==> config.mk <==
export PLATFORM = sky130hd
export DESIGN_NAME = ecc_device_flat
export DESIGN_NICKNAME = d
export VERILOG_FILES = /design/src/core/ecc_pkg.sv /design/src/core/ecc_link_if.sv /design/src/core/ecc_device.sv /design/src/flat_wrapper.sv
export SDC_FILE = /design/constraint.sdc
export NUM_CORES = 1
export LEC_CHECK = 0
export BUFFER_PORTS_ARGS = -buffer_cell sky130_fd_sc_hd__buf_2
export CAP_MARGIN = 30
export CORE_AREA = 4 4 305 307
export CTS_CLUSTER_SIZE = 30
export DETAILED_ROUTE_END_ITERATION = 7
export DIE_AREA = 0 0 309 311
export PLACE_DENSITY = 0.6
export SLEW_MARGIN = 20
export SYNTH_ARGS = -nofsm -noshare
export SYNTH_HDL_FRONTEND = slang
export SYNTH_SLANG_ARGS = --single-unit
==> constraint.sdc <==
create_clock -name mclk_i -period 22.1 [get_ports mclk_i]
set_input_delay 2.21 -clock mclk_i [delete_from_list [all_inputs] [get_ports mclk_i]]
set_output_delay 2.21 -clock mclk_i [all_outputs]
set_load 0.03 [all_outputs]
==> src/core/ecc_pkg.sv <==
package ecc_pkg;
    // Cycle request codes
    localparam logic [2:0] ECC_REQ_IDLE = 3'h0;
    localparam logic [2:0] ECC_REQ_FENCE = 3'h1;
    localparam logic [2:0] ECC_REQ_PREFETCH = 3'h2;
    localparam logic [2:0] ECC_REQ_PREFETCH_MOD = 3'h3;
    localparam logic [2:0] ECC_REQ_FILL = 3'h4;
    localparam logic [2:0] ECC_REQ_WRITE = 3'h5;
    localparam logic [2:0] ECC_REQ_LOCKED_LOAD = 3'h6;
    localparam logic [2:0] ECC_REQ_COND_STORE = 3'h7;
    // Acknowledge codes
    localparam logic [2:0] ECC_ACK_IDLE = 3'h0;
    localparam logic [2:0] ECC_ACK_FATAL = 3'h1;
    localparam logic [2:0] ECC_ACK_CORRECTED = 3'h2;
    localparam logic [2:0] ECC_ACK_COND_FAIL = 3'h3;
    localparam logic [2:0] ECC_ACK_OK = 3'h4;
    // Read data codes
    localparam logic [2:0] ECC_RD_IDLE = 3'h0;
    localparam logic [2:0] ECC_RD_UNCACHED_UNCHECKED = 3'h4;
    localparam logic [2:0] ECC_RD_UNCACHED = 3'h5;
    localparam logic [2:0] ECC_RD_UNCHECKED = 3'h6;
    localparam logic [2:0] ECC_RD_CACHED_CHECKED = 3'h7;
    // Field positions
    localparam int ECC_RD_CHECK_BIT = 0;
    localparam int ECC_RD_CACHE_BIT = 1;
    localparam int ECC_MASK_DSTREAM_BIT = 2;
    localparam int ECC_WSEL_HALF_BIT = 1;
    // Widths and reset values
    localparam int ECC_ADDR_W = 34;
    localparam int ECC_HALF_W = 128;
    localparam logic [7:0] ECC_MASK_RESET = 8'h00;
    localparam logic [1:0] ECC_WSEL_RESET = 2'h0;

    // True when a cycle type reads a block
    function automatic logic ecc_is_read(input logic [2:0] req);
        ecc_is_read = (req == ECC_REQ_FILL) || (req == ECC_REQ_LOCKED_LOAD);
    endfunction : ecc_is_read

    // True when a cycle type writes a block
    function automatic logic ecc_is_write(input logic [2:0] req);
        ecc_is_write = (req == ECC_REQ_WRITE) || (req == ECC_REQ_COND_STORE);
    endfunction : ecc_is_write
endpackage : ecc_pkg

==> src/core/ecc_link_if.sv <==
`timescale 1ns/1ps
interface ecc_link_if;
    import ecc_pkg::*;
    logic [2:0] cycle_request;
    logic [ECC_ADDR_W-1:0] address;
    logic [7:0] longword_mask;
    logic [2:0] cycle_ack;
    logic [2:0] read_data_code;
    logic data_drive_enable_n;
    logic [1:0] write_half_select;
    logic [ECC_HALF_W-1:0] dev_data;
    logic dev_data_oe;
    logic [ECC_HALF_W-1:0] sys_data;
    logic sys_data_oe;

    modport device (
        output cycle_request, address, longword_mask, dev_data, dev_data_oe,
        input cycle_ack, read_data_code, data_drive_enable_n, write_half_select, sys_data, sys_data_oe
    );
    modport system (
        input cycle_request, address, longword_mask, dev_data, dev_data_oe,
        output cycle_ack, read_data_code, data_drive_enable_n, write_half_select, sys_data, sys_data_oe
    );
endinterface : ecc_link_if

==> src/core/ecc_device.sv <==
`timescale 1ns/1ps
module ecc_device import ecc_pkg::*; #(
    parameter int ADDR_W = ECC_ADDR_W,
    parameter int HALF_W = ECC_HALF_W
) (
    input wire logic mclk_i,
    input wire logic reset_i,
    ecc_link_if.device link,
    // Request from the core; taken when req_ready_o is high
    input wire logic req_valid_i,
    output logic req_ready_o,
    input wire logic [2:0] req_type_i,
    input wire logic [ADDR_W-1:0] req_addr_i,
    input wire logic [7:0] req_mask_i,
    input wire logic req_dstream_i,
    input wire logic [2*HALF_W-1:0] req_wdata_i,
    // Cycle completion
    output logic done_o,
    output logic [2:0] done_ack_o,
    output logic machine_check_o,
    output logic corrected_irq_o,
    output logic [2:0] err_type_o,
    output logic [ADDR_W-1:0] err_addr_o,
    output logic [2:0] err_ack_o,
    // Fill data out through a two-entry buffer
    output logic fill_valid_o,
    input wire logic fill_ready_i,
    output logic [HALF_W-1:0] fill_data_o,
    output logic fill_upper_o,
    output logic fill_check_o,
    output logic fill_cache_o,
    output logic fill_istream_ok_o,
    output logic fill_stall_o
);
    logic [2:0] req_reg, req_next;
    logic [ADDR_W-1:0] addr_reg;
    logic [7:0] mask_reg;
    logic [2*HALF_W-1:0] wdata_reg;
    logic half_cnt_reg;
    logic cache_en_reg;
    logic upper_lost_reg;
    logic drive_reg;
    logic drive_upper_reg;
    logic done_reg;
    logic [2:0] done_ack_reg;
    logic mcheck_reg, corr_reg;
    logic [2:0] err_type_reg, err_ack_reg;
    logic [ADDR_W-1:0] err_addr_reg;
    logic [HALF_W-1:0] bus_out_reg;
    logic istream_ok_reg;

    // Conditional store mask check: one longword or aligned quadword
    function automatic logic cond_mask_ok(input logic [7:0] m);
        cond_mask_ok = (m != 8'h00) && (((m & (m - 8'h01)) == 8'h00) ||
            m == 8'h03 || m == 8'h0c || m == 8'h30 || m == 8'hc0);
    endfunction : cond_mask_ok

    // Input decoding (same-clock synchronous inputs, no synchroniser)
    wire busy = (req_reg != ECC_REQ_IDLE);
    wire acked = busy && (link.cycle_ack != ECC_ACK_IDLE);
    wire rd_cycle = ecc_is_read(req_reg);
    wire wr_cycle = ecc_is_write(req_reg);
    wire rd_beat = rd_cycle && (link.read_data_code != ECC_RD_IDLE);
    wire buf_in_ready;
    wire req_legal = (req_type_i != ECC_REQ_COND_STORE) || cond_mask_ok(req_mask_i);
    wire take = req_valid_i && req_legal && (!busy || acked) && buf_in_ready;
    wire [7:0] mask_in = ecc_is_read(req_type_i) ?
        {5'h00, req_dstream_i, req_addr_i[4:3]} : req_mask_i;
    wire beat_check = link.read_data_code[ECC_RD_CHECK_BIT];
    wire beat_cache = half_cnt_reg ? cache_en_reg : link.read_data_code[ECC_RD_CACHE_BIT];
    wire want_upper = link.write_half_select[ECC_WSEL_HALF_BIT] || upper_lost_reg;

    assign req_ready_o = req_legal && (!busy || acked) && buf_in_ready;

    // Next cycle: new request, idle after acknowledge, or hold
    always_comb begin
        req_next = req_reg;
        if (take) begin
            req_next = req_type_i;
        end else if (acked) begin
            req_next = ECC_REQ_IDLE;
        end
    end

    // Cycle outputs, changed only on the clock edge
    always_ff @(posedge mclk_i) begin
        if (reset_i) begin
            req_reg <= ECC_REQ_IDLE;
            addr_reg <= '0;
            mask_reg <= ECC_MASK_RESET;
            wdata_reg <= '0;
        end else begin
            req_reg <= req_next;
            if (take) begin
                addr_reg <= req_addr_i;
                mask_reg <= mask_in;
                wdata_reg <= req_wdata_i;
            end
        end
    end

    // Fill half tracking and cache enable from first half
    always_ff @(posedge mclk_i) begin
        if (reset_i) begin
            half_cnt_reg <= 1'b0;
            cache_en_reg <= 1'b0;
            istream_ok_reg <= 1'b0;
        end else begin
            if (acked) begin
                half_cnt_reg <= 1'b0;
            end else if (rd_beat) begin
                half_cnt_reg <= ~half_cnt_reg;
            end
            if (rd_beat && !half_cnt_reg) begin
                cache_en_reg <= link.read_data_code[ECC_RD_CACHE_BIT];
            end
            // Instruction data usable on a non-fatal acknowledge with one half held or a half arriving
            istream_ok_reg <= acked && rd_cycle && (link.cycle_ack != ECC_ACK_FATAL) &&
                (half_cnt_reg || rd_beat) && !mask_reg[ECC_MASK_DSTREAM_BIT];
        end
    end

    // Write data drive control and half selection
    always_ff @(posedge mclk_i) begin
        if (reset_i) begin
            drive_reg <= 1'b0;
            drive_upper_reg <= 1'b0;
            upper_lost_reg <= 1'b0;
            bus_out_reg <= '0;
        end else begin
            drive_reg <= !link.data_drive_enable_n && (wr_cycle || ecc_is_write(req_next));
            drive_upper_reg <= want_upper;
            bus_out_reg <= want_upper ? wdata_reg[2*HALF_W-1:HALF_W] : wdata_reg[HALF_W-1:0];
            if (take && ecc_is_write(req_type_i)) begin
                bus_out_reg <= link.write_half_select[ECC_WSEL_HALF_BIT] ?
                    req_wdata_i[2*HALF_W-1:HALF_W] : req_wdata_i[HALF_W-1:0];
            end
            if (acked || !wr_cycle) begin
                upper_lost_reg <= 1'b0;
            end else if (link.write_half_select[ECC_WSEL_HALF_BIT]) begin
                upper_lost_reg <= 1'b1;
            end
        end
    end

    // Completion and error capture
    always_ff @(posedge mclk_i) begin
        if (reset_i) begin
            done_reg <= 1'b0;
            done_ack_reg <= ECC_ACK_IDLE;
            mcheck_reg <= 1'b0;
            corr_reg <= 1'b0;
            err_type_reg <= ECC_REQ_IDLE;
            err_ack_reg <= ECC_ACK_IDLE;
            err_addr_reg <= '0;
        end else begin
            done_reg <= acked;
            done_ack_reg <= acked ? link.cycle_ack : ECC_ACK_IDLE;
            mcheck_reg <= acked && (link.cycle_ack == ECC_ACK_FATAL);
            corr_reg <= acked && (link.cycle_ack == ECC_ACK_CORRECTED);
            if (acked && (link.cycle_ack == ECC_ACK_FATAL || link.cycle_ack == ECC_ACK_CORRECTED)) begin
                err_type_reg <= req_reg;
                err_ack_reg <= link.cycle_ack;
                err_addr_reg <= addr_reg;
            end
        end
    end

    // Two-entry buffer for fill halves: {upper, check, cache, data}
    logic [HALF_W+2:0] fifo_mem [2];
    logic rd_ptr_reg, wr_ptr_reg;
    logic [1:0] count_reg;
    wire fifo_push = rd_beat && (count_reg != 2'h2);
    wire fifo_pop = fill_valid_o && fill_ready_i;
    assign buf_in_ready = (count_reg == 2'h0);
    assign fill_valid_o = (count_reg != 2'h0);
    always_ff @(posedge mclk_i) begin
        if (reset_i) begin
            rd_ptr_reg <= 1'b0;
            wr_ptr_reg <= 1'b0;
            count_reg <= 2'h0;
        end else begin
            if (fifo_push) begin
                fifo_mem[wr_ptr_reg] <= {half_cnt_reg, beat_check, beat_cache, link.sys_data};
                wr_ptr_reg <= ~wr_ptr_reg;
            end
            if (fifo_pop) begin
                rd_ptr_reg <= ~rd_ptr_reg;
            end
            count_reg <= count_reg + {1'b0, fifo_push} - {1'b0, fifo_pop};
        end
    end

    // Outputs
    assign link.cycle_request = req_reg;
    assign link.address = addr_reg;
    assign link.longword_mask = mask_reg;
    assign link.dev_data = bus_out_reg;
    assign link.dev_data_oe = drive_reg;
    assign done_o = done_reg;
    assign done_ack_o = done_ack_reg;
    assign machine_check_o = mcheck_reg;
    assign corrected_irq_o = corr_reg;
    assign err_type_o = err_type_reg;
    assign err_addr_o = err_addr_reg;
    assign err_ack_o = err_ack_reg;
    assign fill_data_o = fill_valid_o ? fifo_mem[rd_ptr_reg][HALF_W-1:0] : '0;
    assign fill_upper_o = fill_valid_o && fifo_mem[rd_ptr_reg][HALF_W+2];
    assign fill_check_o = fill_valid_o && fifo_mem[rd_ptr_reg][HALF_W+1];
    assign fill_cache_o = fill_valid_o && fifo_mem[rd_ptr_reg][HALF_W];
    assign fill_istream_ok_o = istream_ok_reg;
    assign fill_stall_o = rd_beat && (count_reg == 2'h2);
endmodule : ecc_device

==> src/flat_wrapper.sv <==
// flat-port wrapper written by rule: the top's interface ports become plain ports
module ecc_device_flat import ecc_pkg::*;
#(
    parameter int ADDR_W = ECC_ADDR_W,
    parameter int HALF_W = ECC_HALF_W
)
  (mclk_i, reset_i, req_valid_i, req_ready_o, req_type_i, req_addr_i, req_mask_i, req_dstream_i, req_wdata_i, done_o, done_ack_o, machine_check_o, corrected_irq_o, err_type_o, err_addr_o, err_ack_o, fill_valid_o, fill_ready_i, fill_data_o, fill_upper_o, fill_check_o, fill_cache_o, fill_istream_ok_o, fill_stall_o, link_cycle_request, link_address, link_longword_mask, link_dev_data, link_dev_data_oe, link_cycle_ack, link_read_data_code, link_data_drive_enable_n, link_write_half_select, link_sys_data, link_sys_data_oe);
  ecc_link_if link_i ();
  input wire logic mclk_i;
  input wire logic reset_i;
  input wire logic req_valid_i;
  output logic req_ready_o;
  input wire logic [2:0] req_type_i;
  input wire logic [ADDR_W-1:0] req_addr_i;
  input wire logic [7:0] req_mask_i;
  input wire logic req_dstream_i;
  input wire logic [2*HALF_W-1:0] req_wdata_i;
  output logic done_o;
  output logic [2:0] done_ack_o;
  output logic machine_check_o;
  output logic corrected_irq_o;
  output logic [2:0] err_type_o;
  output logic [ADDR_W-1:0] err_addr_o;
  output logic [2:0] err_ack_o;
  output logic fill_valid_o;
  input wire logic fill_ready_i;
  output logic [HALF_W-1:0] fill_data_o;
  output logic fill_upper_o;
  output logic fill_check_o;
  output logic fill_cache_o;
  output logic fill_istream_ok_o;
  output logic fill_stall_o;
  output wire logic [$bits(link_i.cycle_request)-1:0] link_cycle_request;
  output wire logic [$bits(link_i.address)-1:0] link_address;
  output wire logic [$bits(link_i.longword_mask)-1:0] link_longword_mask;
  output wire logic [$bits(link_i.dev_data)-1:0] link_dev_data;
  output wire logic [$bits(link_i.dev_data_oe)-1:0] link_dev_data_oe;
  input wire logic [$bits(link_i.cycle_ack)-1:0] link_cycle_ack;
  input wire logic [$bits(link_i.read_data_code)-1:0] link_read_data_code;
  input wire logic [$bits(link_i.data_drive_enable_n)-1:0] link_data_drive_enable_n;
  input wire logic [$bits(link_i.write_half_select)-1:0] link_write_half_select;
  input wire logic [$bits(link_i.sys_data)-1:0] link_sys_data;
  input wire logic [$bits(link_i.sys_data_oe)-1:0] link_sys_data_oe;
  assign link_cycle_request = link_i.cycle_request;
  assign link_address = link_i.address;
  assign link_longword_mask = link_i.longword_mask;
  assign link_dev_data = link_i.dev_data;
  assign link_dev_data_oe = link_i.dev_data_oe;
  assign link_i.cycle_ack = link_cycle_ack;
  assign link_i.read_data_code = link_read_data_code;
  assign link_i.data_drive_enable_n = link_data_drive_enable_n;
  assign link_i.write_half_select = link_write_half_select;
  assign link_i.sys_data = link_sys_data;
  assign link_i.sys_data_oe = link_sys_data_oe;
  ecc_device #(.ADDR_W(ADDR_W), .HALF_W(HALF_W)) u_core (.mclk_i(mclk_i), .reset_i(reset_i), .link(link_i), .req_valid_i(req_valid_i), .req_ready_o(req_ready_o), .req_type_i(req_type_i), .req_addr_i(req_addr_i), .req_mask_i(req_mask_i), .req_dstream_i(req_dstream_i), .req_wdata_i(req_wdata_i), .done_o(done_o), .done_ack_o(done_ack_o), .machine_check_o(machine_check_o), .corrected_irq_o(corrected_irq_o), .err_type_o(err_type_o), .err_addr_o(err_addr_o), .err_ack_o(err_ack_o), .fill_valid_o(fill_valid_o), .fill_ready_i(fill_ready_i), .fill_data_o(fill_data_o), .fill_upper_o(fill_upper_o), .fill_check_o(fill_check_o), .fill_cache_o(fill_cache_o), .fill_istream_ok_o(fill_istream_ok_o), .fill_stall_o(fill_stall_o));
endmodule
==> flow_metrics.py, run 1 <==
metrics = {
    "run_status": {
        "status": "finished, final reports clean",
    },
    "logic_synthesis": {
        "ys.flop_type": "dfxtp_1",
        "ys_top_cells_by_count": "nand2_1, mux2i_1, dfxtp_1, nor2_1, edfxtp_1",
        "synth_area_leaders": "dfxtp_1, edfxtp_1, mux2i_1",
        "synthCells": 3118,
        "synth_nets": 3564,
        "synth-edff-count": 262,
        "ys_types": 42,
        "synth-seq-area-share": 0.552,
        "synth-async-reset-ratio": 0,
        "yosys_register_bits": 747,
        "syn_area_per_cell_um2": 10.2,
        "synth_top_area_frac": 0.305,
        "post-synth-top-count-cell": "nand2_1",
        "syn_area_um2": 31800,
        "post-synth-top-area-cell": "dfxtp_1",
        "ys_warn_count": 0,
    },
    "floorplan": {
        "initial_core_util": 0.354,
        "die_y_um": 311,
        "rows": 110,
        "coreArea_um2": 90000,
        "die_area_um2": 96100,
        "die_w_um": 309,
        "ioPinCount": 799,
    },
    "sta": {
        "clock.fmax_ghz": 0.161,
        "setup_tns_ps": 0,
        "fin_crit_sh": 0.281,
        "finalMaxSlewViolations": 0,
        "maxSlewHeadroom": 0.282,
        "setup_violations": 0,
        "rsz0062_at_grt": "false",
        "finClkSkew_ps": 16.4,
        "tightest_slew_ps": 1080,
        "period_minus_slack_ps": 6200,
        "hold_violations": 0,
    },
    "clock_network": {
        "cts-resized-gates": 0,
        "cts_num_sinks": 747,
        "post-cts-setup-buffers": 0,
        "cts_buffer_depth": 3,
        "cts_buffers": 83,
        "cts_htree_levels": 3,
        "cts_tree": "built",
        "path_clk_slew_ps": 60,
        "clock_latency_ps": 640,
        "cts_root_buf": "clkbuf_16",
        "holdBufCountCts": 0,
    },
    "setup_path": {
        "crit_chain": "buf_2, or4_4, nor4_2, or2_2, o21a_1, buf_2",
        "r2r_cells": 6,
        "critical_path_class": "in -> out",
        "critPathRequiredTime_ps": 19890,
        "endpoint_kind": "primary output",
        "cp_slowest_cell": "or4_4",
        "ff2ff_setup_slack_ps": 18130,
        "start_kind": "input pin",
        "slowest_delay_ps": 520,
        "cpMostUsedCell": "buf_2",
        "crit_fanout": 3,
        "r2r_start": "u_core.link.cycle_request[0]$_SDFF_PP0_",
        "r2r-end": "u_core.wdata_reg[25]$_SDFFE_PP0P_",
        "cp.arrival_ps": 3990,
    },
    "global_route": {
        "grt_usage": 0.194,
        "grt_max_degree": 216,
        "antenna_found_initial": 72,
        "first_global_vias": 23808,
        "grt_pass1_wl_mm": 145,
        "grt-ovfl-total": 0,
    },
    "power_and_ir_drop": {
        "ir_drop_mv": 0.0578,
        "powerDensity_nw_per_um2": 103,
        "p_leak_nw": 16.9,
    },
    "placement": {
        "dp_hpwl_mm": 65.8,
        "place.port_buffers": 796,
        "placed_cell_area_um2": 36500,
        "globalplace.congestion": 0.823,
    },
    "hold_path": {
        "hold_path_class": "reg -> reg",
        "hold_path_depth": 2,
        "min_from": "u_core.err_addr_o[31]$_SDFFE_PP0P_",
        "whs_endpoint": "u_core.err_addr_o[31]$_SDFFE_PP0P_",
    },
    "detailed_routing": {
        "vias": 24567,
        "drtIter0Drc": 1654,
        "wirelength_mm": 98.1,
        "drt_pass1_iterations": 8,
        "drc": 0,
        "via_per_inst": 4.84,
        "wl_per_cell_um": 19.3,
        "final_antenna_net_count": 0,
    },
    "cells_and_area": {
        "area_growth_pct": 23.7,
        "largest_reg_flops": 262,
        "fin_nets": 4234,
        "drive_above_1_share": 0.252,
        "utilization": 0.438,
        "multiInputGateArea_um2": 13100,
        "register_area_um2": 17600,
        "fillers": 8816,
        "fin_area_um2": 39400,
    },
    "flow_run": {
        "drv_cap": 0,
    },
}
-- metal layers --
layer	vias to the layer above	wire [µm]	share of wire	track usage
li1	11960	-	-	-
met1	11675	38300	0.39	0.220
met2	682	47900	0.49	0.324
met3	206	8280	0.084	0.0693
met4	44	3270	0.033	0.0912
met5	-	298	0.0030	0
-- where the power goes --
group | total, mW | internal [mW] | switching [mW]
sequential | 1.62 | 1.55 | 0.0639
combinational | 1.07 | 0.361 | 0.710
clock | 1.38 | 0.810 | 0.571
-- cells in the final DEF (no fill, tap or decap), drive strengths merged, types with 2 or more instances in the layout --
cell,netlist,routed
buf,68,828
nand2,805,805
mux2i,557,557
dfxtp,485,485
nor2,276,276
edfxtp,262,262
a21oi,169,169
o21ai,133,133
mux2,132,132
clkbuf,175,119
diode,0,44
clkinv,0,23
inv,7,9
nor3,6,6
and3,6,6
bufinv,0,5
xor2,4,4
clkinvlp,0,4
and2,3,3
nand2b,3,3
a32o,3,3
xnor2,3,3
nor2b,2,2
nand3,2,2
nor3b,2,2
ha,2,2
o311a,2,2
nor4,2,2
-- cells by family after synthesis --
logic type,after synthesis,synth area share
simple gates,1111,0.134
flops,747,0.552
mux,689,0.222
compound gates,312,0.0505
buf+inv,250,0.0396
xor+xnor,7,0.00193
fa+ha+maj,2,0.000786
-- worst max-delay path, delay by kind of cell --
family / cells / cell delay (ps)
AND/OR/NAND/NOR: 3 / 1280
AO/OA/AOI/OAI: 1 / 110
buffers and inverters: 2 / 370
-- worst max-delay path by stage --
stage / endpoint / start / depth (start not counted) / slack, ps
after CTS: req_ready_o / req_mask_i[2] / 6 / 15790
final: req_ready_o / req_mask_i[2] / 6 / 15900
after global placement: u_core.wdata_reg[54]$_SDFFE_PP0P_ / req_mask_i[2] / 7 / 15690
after detailed placement: req_ready_o / req_mask_i[2] / 6 / 15790
after floorplan: u_core.fifo_mem[0][0]$_DFFE_PP_ / reset_i / 4 / 9560
after global routing: req_ready_o / req_mask_i[2] / 6 / 15780
-- layout make-up --
class	instances	share of cell area
flip-flops and latches	747	0.446
multi-input cells	2121	0.331
repair buffers	828	0.112
clock buffers	119	0.0604
well taps	1176	0.0373
clock inverters	34	0.00873
diodes	44	0.00279
inverters	7	0.000857
-- stage by stage --
stage	hold WS, ps	setup WS, ps	std cells	total power [mW]
final	450	15900	5076	4.07
after global routing	464	15780	5063	4.25
after CTS	451	15790	5031	4.12
after detailed placement	443	15790	4878	2.73
after global placement	439	15690	4873	2.71
after floorplan	431	9560	3118	2.43
Note: power is estimated with default switching activity, not from simulation.
==> run 2: changes to the inputs <==
--- a/config.mk
+++ b/config.mk
@@ -11,7 +11,7 @@
 export CTS_CLUSTER_SIZE = 30
 export DETAILED_ROUTE_END_ITERATION = 7
 export DIE_AREA = 0 0 309 311
-export PLACE_DENSITY = 0.6
+export PLACE_DENSITY = 0.62
 export SLEW_MARGIN = 20
 export SYNTH_ARGS = -nofsm -noshare
 export SYNTH_HDL_FRONTEND = slang
==> constraint.sdc (replaced) <==
create_clock -name mclk_i -period 5.5 [get_ports mclk_i]
set_input_delay 0.55 -clock mclk_i [delete_from_list [all_inputs] [get_ports mclk_i]]
set_output_delay 0.55 -clock mclk_i [all_outputs]
set_load 0.03 [all_outputs]
==> flow_metrics.py, run 2 (synthesis results as in run 1) <==
metrics = {
    "global_route": {
        "antenna_found_initial": 56,
        "grt-ovfl-total": 0,
        "busiest_layer": "met2",
        "use_met2": 0.332,
        "grt_pass1_wl_mm": 147,
        "grt_util_met3": 0.0632,
        "first_global_vias": 23737,
        "grt.met1_usage": 0.230,
        "grt_usage": 0.197,
        "grt_max_degree": 192,
    },
    "clock_network": {
        "cts_root_buf": "clkbuf_16",
        "holdBufCountCts": 0,
        "cts_tree": "built",
        "cts_num_sinks": 747,
        "cts_htree_levels": 3,
        "post-cts-setup-buffers": 0,
        "clock_latency_ps": 640,
        "cts_buffer_depth": 3,
        "cts_buffers": 81,
        "cts-resized-gates": 0,
        "path_clk_slew_ps": 60,
    },
    "sta": {
        "hold_violations": 0,
        "finClkSkew_ps": 23.6,
        "maxSlewHeadroom": 0.321,
        "setup_ws_ps": 2250,
        "setup_violations": 0,
        "setup_tns_ps": 0,
        "rsz0062_at_grt": "false",
        "clock.fmax_ghz": 0.307,
        "finalMaxSlewViolations": 0,
        "fin_crit_sh": 0.591,
        "tightest_slew_ps": 1020,
        "period_minus_slack_ps": 3250,
    },
    "power_and_ir_drop": {
        "ir_drop_mv": 0.401,
        "p_leak_nw": 16.9,
        "p_int_mw": 10.9,
        "clock_power_share": 0.337,
        "pwr-share-seq": 0.398,
        "powerDensity_nw_per_um2": 415,
        "switchingPower_mw": 5.42,
        "total_power_mw": 16.4,
        "p_sw_frac": 0.331,
        "p_comb_frac": 0.264,
    },
    "setup_path": {
        "critical_path_class": "reg -> out",
        "critPathRequiredTime_ps": 4950,
        "crit_fanout": 35,
        "ff2ff_setup_slack_ps": 2800,
        "endpoint_kind": "primary output",
        "start_kind": "flop",
        "r2r_start": "u_core.link.cycle_request[0]$_SDFF_PP0_",
        "cp.arrival_ps": 2700,
    },
    "cells_and_area": {
        "layout.cells.most_common": "nand2_1",
        "largest_reg_flops": 262,
        "fin_area_um2": 39500,
        "drive_above_1_share": 0.253,
        "fin_nets": 4236,
        "most-common-layout-cells": "nand2_1, buf_2, mux2i_1, dfxtp_1, nor2_1",
        "area_growth_pct": 23.9,
    },
    "detailed_routing": {
        "wl_per_cell_um": 19.8,
        "vias": 24663,
        "via_per_inst": 4.86,
        "drt_pass1_iterations": 7,
        "wirelength_mm": 100,
        "drtIter0Drc": 1740,
        "final_antenna_net_count": 0,
        "drc": 0,
    },
    "placement": {
        "place_ws_ps": 2050,
        "place.port_buffers": 796,
        "globalplace.congestion": 0.847,
        "dp_hpwl_mm": 68.2,
        "placed_cell_area_um2": 36600,
    },
    "floorplan": {
        "die_area_um2": 96100,
        "initial_core_util": 0.354,
        "die_w_um": 309,
        "ioPinCount": 799,
        "die_y_um": 311,
        "coreArea_um2": 90000,
        "rows": 110,
    },
    "flow_run": {
        "drv_cap": 0,
    },
    "hold_path": {
        "min_from": "link_data_drive_enable_n",
        "hold_path_class": "in -> reg",
    },
    "run_status": {
        "status": "finished, final reports clean",
    },
}
## run 2: cell count changes in the layout (fill, tap and decap cells not counted), sizes merged
cell / before / now
clkinvlp: 4 / 5
clkinv: 23 / 13
diode: 44 / 41
inv: 9 / 13
buf: 828 / 832
## run 2: final cells by class
type                    instances  area, µm²
flip-flops and latches        747      17600
well taps                    1176       1470
diodes                         41        103
repair buffers                832       4500
multi-input cells            2121      13100
fillers                      8714      50600
clock inverters                29        334
inverters                       7       33.8
clock buffers                 119       2370
## run 2: worst max-delay path: stages, from the launching register on
cell	delay [ps]
dfxtp_4	770
buf_4	530
mux2i_1	440
nor2_1	70
buf_2	200
## run 2: layer usage
metal  vias to the layer above  part of all wire
li1                      11960                 -
met1                     11760              0.39
met2                       756              0.49
met3                       165             0.084
met4                        22             0.031
met5                         -            0.0015
## run 2: path summary, 6_finish.rpt
check / endpoint / depth (start not counted)
setup / recovery: fill_data_o[126] / 4
hold / removal: u_core.link.dev_data_oe$_SDFF_PP0_ / 2
setup reg to reg: u_core.wdata_reg[246]$_SDFFE_PP0P_ / 5
hold reg to reg: u_core.err_addr_o[11]$_SDFFE_PP0P_ / 2
## run 2: per-stage QoR
step | hold slack [ps] | instances | utilization
after detailed placement | 443 | 4880 | 0.406
after floorplan | 431 | 3118 | -
after global routing | 29.2 | 5060 | 0.438
after global placement | 438 | 4880 | 0.406
after CTS | 3.45 | 5028 | 0.436
final | 74.4 | 5072 | 0.438
## run 2: power by group through the flow
stage                     Combinational, mW  Sequential, mW  Clock (mW)
after floorplan                        2.88            6.87           0
after global placement                 4.31            6.62           0
after detailed placement               4.34            6.63           0
after CTS                              4.35            6.52        5.67
after global routing                   4.60            6.57        5.92
final                                  4.32            6.52        5.52
